**config.mk**
```make
export PLATFORM = sky130hd
export DESIGN_NAME = io_line_peripheral_mux
export DESIGN_NICKNAME = d
export VERILOG_FILES = /design/src/logic/line_mux_pkg.sv /design/src/logic/io_line_peripheral_mux.sv
export VERILOG_INCLUDE_DIRS = /design/src /design/src/logic
export SDC_FILE = /design/constraint.sdc
export NUM_CORES = 2
export LEC_CHECK = 0
export BUFFER_PORTS_ARGS = -buffer_cell sky130_fd_sc_hd__buf_4
export CAP_MARGIN = 20
export CORE_AREA = 4 4 537 539
export DETAILED_ROUTE_END_ITERATION = 7
export DIE_AREA = 0 0 541 543
export GPL_TIMING_DRIVEN = 0
export PLACE_DENSITY = 0.42
export SLEW_MARGIN = 20
export SYNTH_ARGS = -nofsm -noshare
export SYNTH_HDL_FRONTEND = slang
export SYNTH_SLANG_ARGS = --single-unit
```
**constraint.sdc**
```tcl
create_clock -name ref_clk -period 5.59 [get_ports ref_clk]
set_input_delay 0.559 -clock ref_clk [delete_from_list [all_inputs] [get_ports ref_clk]]
set_output_delay 0.559 -clock ref_clk [all_outputs]
set_load 0.03 [all_outputs]
```
**src/logic/line_mux_consts.svh**
```systemverilog
// Address map, line masks and reset values of the line multiplexer
`ifndef LINE_MUX_CONSTS_SVH
`define LINE_MUX_CONSTS_SVH
`define LM_ADDR_W 8
`define LM_LINES 32
`define LM_CTRLS 4
`define LM_CTRL_MEM 2
`define LM_CTRL_OUT 3
`define LM_GLOBAL_ADDR 8'h80
`define LM_REG_PSEL 3'h0
`define LM_REG_STAT 3'h1
`define LM_REG_BSEL 3'h2
`define LM_REG_ODATA 3'h3
`define LM_REG_OEN 3'h4
`define LM_REG_PULL 3'h5
`define LM_REG_PIN 3'h6
`define LM_MASK_0 32'hFFFFFFFF
`define LM_MASK_1 32'h3FFFFFFF
`define LM_MASK_2 32'hFFFFFFFF
`define LM_MASK_3 32'h0FFFFFFF
`define LM_PSEL_RST_MEM 32'h00003F80
`define LM_WIDE_LO 16
`define LM_WIDE_HI 31
`define LM_RESP_OKAY 2'h0
`define LM_RESP_SLVERR 2'h2
`endif

```
**src/logic/line_mux_pkg.sv**
```systemverilog
// Types shared by the line multiplexer and its bench
package line_mux_pkg;
   typedef logic [3:0][31:0] lines_t;
   typedef struct packed {
      logic [7:0] awaddr;
      logic awvalid;
      logic [31:0] wdata;
      logic [3:0] wstrb;
      logic wvalid;
      logic bready;
      logic [7:0] araddr;
      logic arvalid;
      logic rready;
   } axi_req_s;
   typedef struct packed {
      logic awready;
      logic wready;
      logic bvalid;
      logic [1:0] bresp;
      logic arready;
      logic rvalid;
      logic [31:0] rdata;
      logic [1:0] rresp;
   } axi_rsp_s;
   // Pad side of every line
   typedef struct packed {
      lines_t out;
      lines_t oe;
      lines_t pull;
   } pad_s;
   // Drive offered by one peripheral function
   typedef struct packed {
      lines_t out;
      lines_t oe;
   } fn_s;
endpackage

```
**src/logic/io_line_peripheral_mux.sv**
```systemverilog
// Per-line pin multiplexer for four line controllers with AXI4-Lite registers
//
// Chosen here: the AXI4-Lite slave port and the placing of the registers.
`timescale 1ns/1ns
`default_nettype none
`include "line_mux_consts.svh"

// Contract
// - Each controller owns at most 32 lines.
// - Any line outside the memory controller may go to function A or B.
// - I/O-default lines reset as pulled-up inputs.
// - I/O-default lines reset with status bit 0.
// - Peripheral-default lines reset assigned, status 1, pulled.
// - Memory controller lines 7-13 reset to peripheral.
// - Memory controller ignores function B selection.
// - Memory controller carries upper data bus on A.
// - Upper data lines as I/O forbid wide access.
// - Output controller drives A and B as outputs.
// - Output controller exists only when build enables it.
module io_line_peripheral_mux #(
   parameter bit OUT_CTRL_PRESENT = 1'b1
) (
   input wire logic ref_clk,
   input wire logic resetn,
   input wire line_mux_pkg::axi_req_s axiReq,
   output line_mux_pkg::axi_rsp_s axiRsp,
   input wire line_mux_pkg::fn_s fnA,
   input wire line_mux_pkg::fn_s fnB,
   output line_mux_pkg::lines_t fnAIn,
   output line_mux_pkg::lines_t fnBIn,
   input wire line_mux_pkg::lines_t pinIn,
   output line_mux_pkg::pad_s pad,
   output logic wideAccessOk
);
   import line_mux_pkg::*;

   typedef struct packed {
      lines_t psel;
      lines_t bsel;
      lines_t odata;
      lines_t oen;
      lines_t pull;
      lines_t sync1;
      lines_t sync2;
      pad_s pad;
      logic wide;
      logic bvalid;
      logic [1:0] bresp;
      logic rvalid;
      logic [31:0] rdata;
      logic [1:0] rresp;
   } state_s;

   state_s state_reg;
   state_s state_next;
   logic wrFire;
   logic rdFire;

   // Lines of the output controller; none when the build leaves it out
   localparam logic [31:0] OUT_MASK = OUT_CTRL_PRESENT ? `LM_MASK_3
                                                       : 32'h00000000;

   // Lines that exist on a controller; absent controller has none
   function automatic logic [31:0] lineMask(input logic [1:0] c);
      case (c)
         2'd0: lineMask = `LM_MASK_0;
         2'd1: lineMask = `LM_MASK_1;
         2'd2: lineMask = `LM_MASK_2;
         2'd3: lineMask = OUT_CTRL_PRESENT ? `LM_MASK_3 : 32'h00000000;
         default: lineMask = 32'h00000000;
      endcase
   endfunction

   // Function B choice that reaches pins; memory controller has only A
   function automatic logic [31:0] activeB(input lines_t b, input int c);
      if (c == `LM_CTRL_MEM) begin
         activeB = 32'h00000000;
      end else begin
         activeB = b[c];
      end
   endfunction

   // Byte-lane merge of a write into a stored word
   function automatic logic [31:0] merge(input logic [31:0] old,
                                         input logic [31:0] wd,
                                         input logic [3:0] strb);
      merge = old;
      for (int b = 0; b < 4; b++) begin
         if (strb[b]) begin
            merge[b*8 +: 8] = wd[b*8 +: 8];
         end
      end
   endfunction

   // Offsets that answer OKAY; everything else gets SLVERR
   function automatic logic mapped(input logic [7:0] a, input logic rd);
      mapped = 1'b0;
      if (a == `LM_GLOBAL_ADDR) begin
         mapped = rd;
      end else if (a[7] == 1'b0 && a[1:0] == 2'b00) begin
         if (rd) begin
            mapped = a[4:2] <= `LM_REG_PIN;
         end else begin
            mapped = a[4:2] != `LM_REG_STAT && a[4:2] <= `LM_REG_PULL;
         end
      end
   endfunction

   // Write and read channels accept when the previous answer is gone
   assign wrFire = axiReq.awvalid & axiReq.wvalid & ~state_reg.bvalid;
   assign rdFire = axiReq.arvalid & ~state_reg.rvalid;
   assign axiRsp.awready = axiReq.wvalid & ~state_reg.bvalid;
   assign axiRsp.wready = axiReq.awvalid & ~state_reg.bvalid;
   assign axiRsp.arready = ~state_reg.rvalid;
   assign axiRsp.bvalid = state_reg.bvalid;
   assign axiRsp.bresp = state_reg.bresp;
   assign axiRsp.rvalid = state_reg.rvalid;
   assign axiRsp.rdata = state_reg.rdata;
   assign axiRsp.rresp = state_reg.rresp;
   assign pad = state_reg.pad;
   assign wideAccessOk = state_reg.wide;

   // Inputs handed to whichever function owns the line
   always_comb begin
      for (int c = 0; c < `LM_CTRLS; c++) begin
         fnAIn[c] = state_reg.sync2[c] & state_reg.psel[c]
                    & ~activeB(state_reg.bsel, c);
         fnBIn[c] = state_reg.sync2[c] & state_reg.psel[c]
                    & activeB(state_reg.bsel, c);
      end
   end

   // Next state: registers, bus answers, pad drive
   always_comb begin
      logic [1:0] ci;
      logic [31:0] m;
      logic [31:0] selB;
      logic [31:0] fout;
      logic [31:0] foe;
      ci = axiReq.awaddr[6:5];
      m = 32'h00000000;
      selB = 32'h00000000;
      fout = 32'h00000000;
      foe = 32'h00000000;
      state_next = state_reg;
      // Pins pass two flops before anything looks at them
      state_next.sync1 = pinIn;
      state_next.sync2 = state_reg.sync1;

      // Register writes
      if (wrFire) begin
         m = lineMask(ci);
         state_next.bvalid = 1'b1;
         state_next.bresp = mapped(axiReq.awaddr, 1'b0) ?
                            `LM_RESP_OKAY : `LM_RESP_SLVERR;
         if (mapped(axiReq.awaddr, 1'b0) && !axiReq.awaddr[7]) begin
            case (axiReq.awaddr[4:2])
               `LM_REG_PSEL: state_next.psel[ci] = m & merge(
                  state_reg.psel[ci], axiReq.wdata, axiReq.wstrb);
               `LM_REG_BSEL: state_next.bsel[ci] = m & merge(
                  state_reg.bsel[ci], axiReq.wdata, axiReq.wstrb);
               `LM_REG_ODATA: state_next.odata[ci] = m & merge(
                  state_reg.odata[ci], axiReq.wdata, axiReq.wstrb);
               `LM_REG_OEN: state_next.oen[ci] = m & merge(
                  state_reg.oen[ci], axiReq.wdata, axiReq.wstrb);
               `LM_REG_PULL: state_next.pull[ci] = m & merge(
                  state_reg.pull[ci], axiReq.wdata, axiReq.wstrb);
               default: state_next.bresp = `LM_RESP_SLVERR;
            endcase
         end
      end else if (axiReq.bready) begin
         state_next.bvalid = 1'b0;
      end

      // Register reads
      if (rdFire) begin
         ci = axiReq.araddr[6:5];
         state_next.rvalid = 1'b1;
         state_next.rdata = 32'h00000000;
         state_next.rresp = mapped(axiReq.araddr, 1'b1) ?
                            `LM_RESP_OKAY : `LM_RESP_SLVERR;
         if (axiReq.araddr == `LM_GLOBAL_ADDR) begin
            state_next.rdata = {30'h00000000, OUT_CTRL_PRESENT,
                                state_reg.wide};
         end else if (mapped(axiReq.araddr, 1'b1)) begin
            case (axiReq.araddr[4:2])
               `LM_REG_PSEL: state_next.rdata = state_reg.psel[ci];
               `LM_REG_STAT: state_next.rdata = state_reg.psel[ci];
               `LM_REG_BSEL: state_next.rdata = state_reg.bsel[ci];
               `LM_REG_ODATA: state_next.rdata = state_reg.odata[ci];
               `LM_REG_OEN: state_next.rdata = state_reg.oen[ci];
               `LM_REG_PULL: state_next.rdata = state_reg.pull[ci];
               `LM_REG_PIN: state_next.rdata =
                  state_reg.sync2[ci] & lineMask(ci);
               default: state_next.rdata = 32'h00000000;
            endcase
         end
      end else if (axiReq.rready) begin
         state_next.rvalid = 1'b0;
      end

      // Pad drive per controller; trades one cycle of latency for clean pads
      for (int c = 0; c < `LM_CTRLS; c++) begin
         m = lineMask(2'(c));
         selB = activeB(state_reg.bsel, c);
         fout = (fnA.out[c] & ~selB) | (fnB.out[c] & selB);
         foe = (fnA.oe[c] & ~selB) | (fnB.oe[c] & selB);
         if (c == `LM_CTRL_OUT) begin
            foe = 32'hFFFFFFFF;
         end
         state_next.pad.out[c] = m & ((state_reg.psel[c] & fout)
                                 | (~state_reg.psel[c] & state_reg.odata[c]));
         state_next.pad.oe[c] = m & ((state_reg.psel[c] & foe)
                                | (~state_reg.psel[c] & state_reg.oen[c]));
         state_next.pad.pull[c] = m & state_reg.pull[c];
      end
      // Upper data lines in I/O use rule out 32-bit bus cycles
      state_next.wide = &state_reg.psel[`LM_CTRL_MEM][31:16];
   end

   // Reset puts I/O lines to pulled inputs, memory lines 7-13 to peripheral
   always_ff @(posedge ref_clk or negedge resetn) begin
      if (!resetn) begin
         state_reg <= '0;
         state_reg.psel[`LM_CTRL_MEM] <= `LM_PSEL_RST_MEM;
         state_reg.pull <= {OUT_MASK, `LM_MASK_2,
                            `LM_MASK_1, `LM_MASK_0};
         // Pads show the pull-ups already while reset is held
         state_reg.pad.pull <= {OUT_MASK, `LM_MASK_2,
                                `LM_MASK_1, `LM_MASK_0};
      end else begin
         state_reg <= state_next;
      end
   end

   // Helper: low while reset is held and in the first cycle after its release
   logic seen;
   always_ff @(posedge ref_clk or negedge resetn) begin
      if (!resetn) begin
         seen <= 1'b0;
      end else begin
         seen <= 1'b1;
      end
   end
endmodule
`default_nettype wire

```
==> qor.yml <==
grt_max_degree: 134
clkTransAtPathRegs_ns: 0.06
antenna_found_initial: 90
synth_area_per_cell_um2: 13.1
cts_buffer_depth: 4
power_mw: 24.0
clock_skew_ns: 0.0331
holdPathEnd: "pad[304]$_DFF_PN0_"
use_met3_pct: 6.55
maxCapViolations: 0
synth_cells: 4724
cts_made_buffers: 170
setup-violations-final: 0
cts.sinks: 1299
gp_congestion: 0.830
row_count: 196
ys.warnings.count: 0
reg2reg_depth: 6
grt_setup_unrepaired: "false"
drc: 0
placeableCoreArea_um2: 284000
wirelength_um: 379000
hold_path_depth: 3
p_sw_share_pct: 26.9
largest_reg_flops: 646
status: "completed"
worstMarginPinSlew_ns: 1.23
io_buffer_count: 1176
crit_fanout: 13
relSlewSlack_pct: 18.3
clockPowerShare_pct: 48.6
grt_usage_pct: 25.0
fp.dieH_um: 543
r2r_slack_ns: 2.23
pwr-share-seq_pct: 40.7
placed_cells: 9763
ys_types: 62
ys_ff_latch: 1299
combPwrFrac_pct: 10.7
start_util_pct: 21.8
htreeDepth: 4
power.leakage_nw: 41.0
post_cts_resized: 0
root_buffer: "clkbuf_16"
grt_pass1_wl_um: 490000
synth_area_um2: 61800
post-route-period-util_pct: 61.4
clk_latency_ns: 0.86
fmax_ghz: 0.291
viasPerCell: 4.61
powerDensity_nw_per_um2: 276
layout-drive-gt1-share_pct: 50.0
final_cell_count_no_fill: 10539
drt-pass1-iter-count: 7
fin_crit_ns: 3.44
dp_hpwl_um: 282000
switching_power_mw: 6.46
wl_per_cell_um: 36.0
tns_ns: 0
synth_edf_count: 0
critPathLaunchType: "input port"
timing.rr.start: "axiRsp[38]$_DFFE_PN0P_"
crit_type: "in2reg"
crit_required_ns: 6.30
use_met2_pct: 41.3
synthFlopType: "dfrtp_1"
cts_tree: "done"
die_area_um2: 294000
end_kind: "flip-flop"
finalHoldViolCount: 0
gr-total-overflow: 0
grt_pass1_vias: 50351
hold_start: "fnB[176]"
fin_nets: 7302
ant_nets: 0
die_w_um: 541
num_vias: 48548
hp-class: "in2reg"
detailedRoute.firstIterationViolations: 3739
fin_util_pct: 30.6
grt-busiest-layer: "met2"
r2r_end: "state_reg[1040]$_DFFE_PN0P_"
top_level_ports: 1381
maxSlewViolCount: 0
syn2layout_area_growth_pct: 40.8
synth-seq-area-share_pct: 53.1
cp_data_arrival_time_ns: 4.15
internal-power_mw: 17.6
synthArstFlopShare_pct: 100
grtUsageMet1_pct: 31.8
peakVddDrop_mv: 0.209
## layout by cell type, fill, tap and decap left out, types with 102 or more instances in the layout
master / n
inv_1: 154
nand2_1: 193
buf_2: 102
dlygate4sd3_1: 430
dfstp_2: 251
clkbuf_16: 173
mux2_2: 595
clkbuf_1: 169
dfrtp_1: 1048
nor2_1: 282
mux4_2: 280
o21ai_0: 192
a21oi_1: 172
mux2i_1: 282
buf_4: 1661
## worst max-delay path, stage by stage
cell,delay [ns]
buf_4,0.24
buf_4,0.56
buf_2,0.91
buf_2,0.77
mux4_2,0.47
a21oi_1,0.40
o21ai_0,0.15
## cell usage after synthesis, drive strengths merged, types with 5 or more instances
| library cell | n | share of area (%) |
|---|---|---|
| or2 | 29 | 0.29 |
| nand3b | 8 | 0.10 |
| o22ai | 43 | 0.44 |
| nand2 | 193 | 1.2 |
| dfrtp | 1048 | 42 |
| a31oi | 7 | 0.071 |
| o21ai | 197 | 1.6 |
| a22oi | 37 | 0.45 |
| nand4 | 5 | 0.051 |
| mux2 | 672 | 13 |
| a211oi | 6 | 0.073 |
| nor3b | 11 | 0.14 |
| dfstp | 251 | 11 |
| and3 | 98 | 0.99 |
| inv | 154 | 0.94 |
| mux4 | 280 | 10 |
| mux2i | 282 | 4.6 |
| a21oi | 172 | 1.4 |
| o2111a | 5 | 0.091 |
| nor2 | 284 | 1.8 |
| nand3 | 13 | 0.11 |
| nor4 | 5 | 0.099 |
| clkbuf | 179 | 1.1 |
| a221oi | 9 | 0.13 |
| a22o | 12 | 0.17 |
| nor3 | 6 | 0.049 |
| and2 | 55 | 0.56 |
| buf | 602 | 7.0 |
| nor2b | 19 | 0.19 |
## what timing repair did
item,4_1_cts,5_1_grt
hold buffers,430,0
hold endpoints to repair,394,0
setup buffers,0,0
setup endpoints to repair,0,0
## power by group through the flow
stage | combinational (mW) | sequential [mW] | clock (mW)
floorplan | 0.887 | 9.87 | 0
global placement | 2.25 | 9.96 | 0
detailed placement | 2.35 | 9.95 | 0
CTS | 2.61 | 9.79 | 12.0
global route | 2.71 | 9.81 | 12.3
finish | 2.57 | 9.79 | 11.7
## area by class of cell
| type | count | area [µm²] |
|---|---|---|
| Multi-Input combinational cell | 2541 | 23600 |
| Inverter | 154 | 578 |
| Tap cell | 3762 | 4710 |
| Timing Repair Buffer | 1656 | 14300 |
| Sequential cell | 1299 | 32800 |
| Fill cell | 29208 | 197000 |
| Clock buffer | 244 | 4920 |
| Buffer | 781 | 5060 |
| Antenna cell | 34 | 85.1 |
| Clock inverter | 68 | 922 |
## worst max-delay path by stage
stage,from,end
floorplan,axiReq[50],state_reg[1000]$_DFFE_PN0P_
global route,axiReq[8],axiRsp[3]$_DFFE_PN0P_
detailed placement,axiReq[8],axiRsp[3]$_DFFE_PN0P_
finish,axiReq[8],axiRsp[3]$_DFFE_PN0P_
global placement,resetn,pad[373]$_DFF_PN0_
CTS,axiReq[8],axiRsp[3]$_DFFE_PN0P_
## logic make-up (layout without fill, tap and decap cells)
group	count (synthesis)	count (layout)	share of synthesized area, %
AO/OA/AOI/OAI	510	510	4.70
buffers and inverters	935	2903	8.99
flip-flops	1299	1299	53.1
multiplexers	1234	1234	27.4
other	1	86	0.00607
AND/OR/NAND/NOR	745	745	5.81
## per-layer routing
metal	vias up	share of wire [%]
li1	20064	-
met1	25537	41
met2	2413	47
met3	512	7.9
met4	22	3.6
met5	-	0.036
## through the flow
stage	hold WS (ns)	cell area, µm²	setup slack (ns)
CTS	0.000270	86900	2.12
finish	0.0557	87000	2.15
global route	0.0262	86900	2.12
detailed placement	0.335	76800	1.20
global placement	0.331	75500	-13.51
floorplan	0.263	62000	3.26
(Power assumes the default switching activity.)
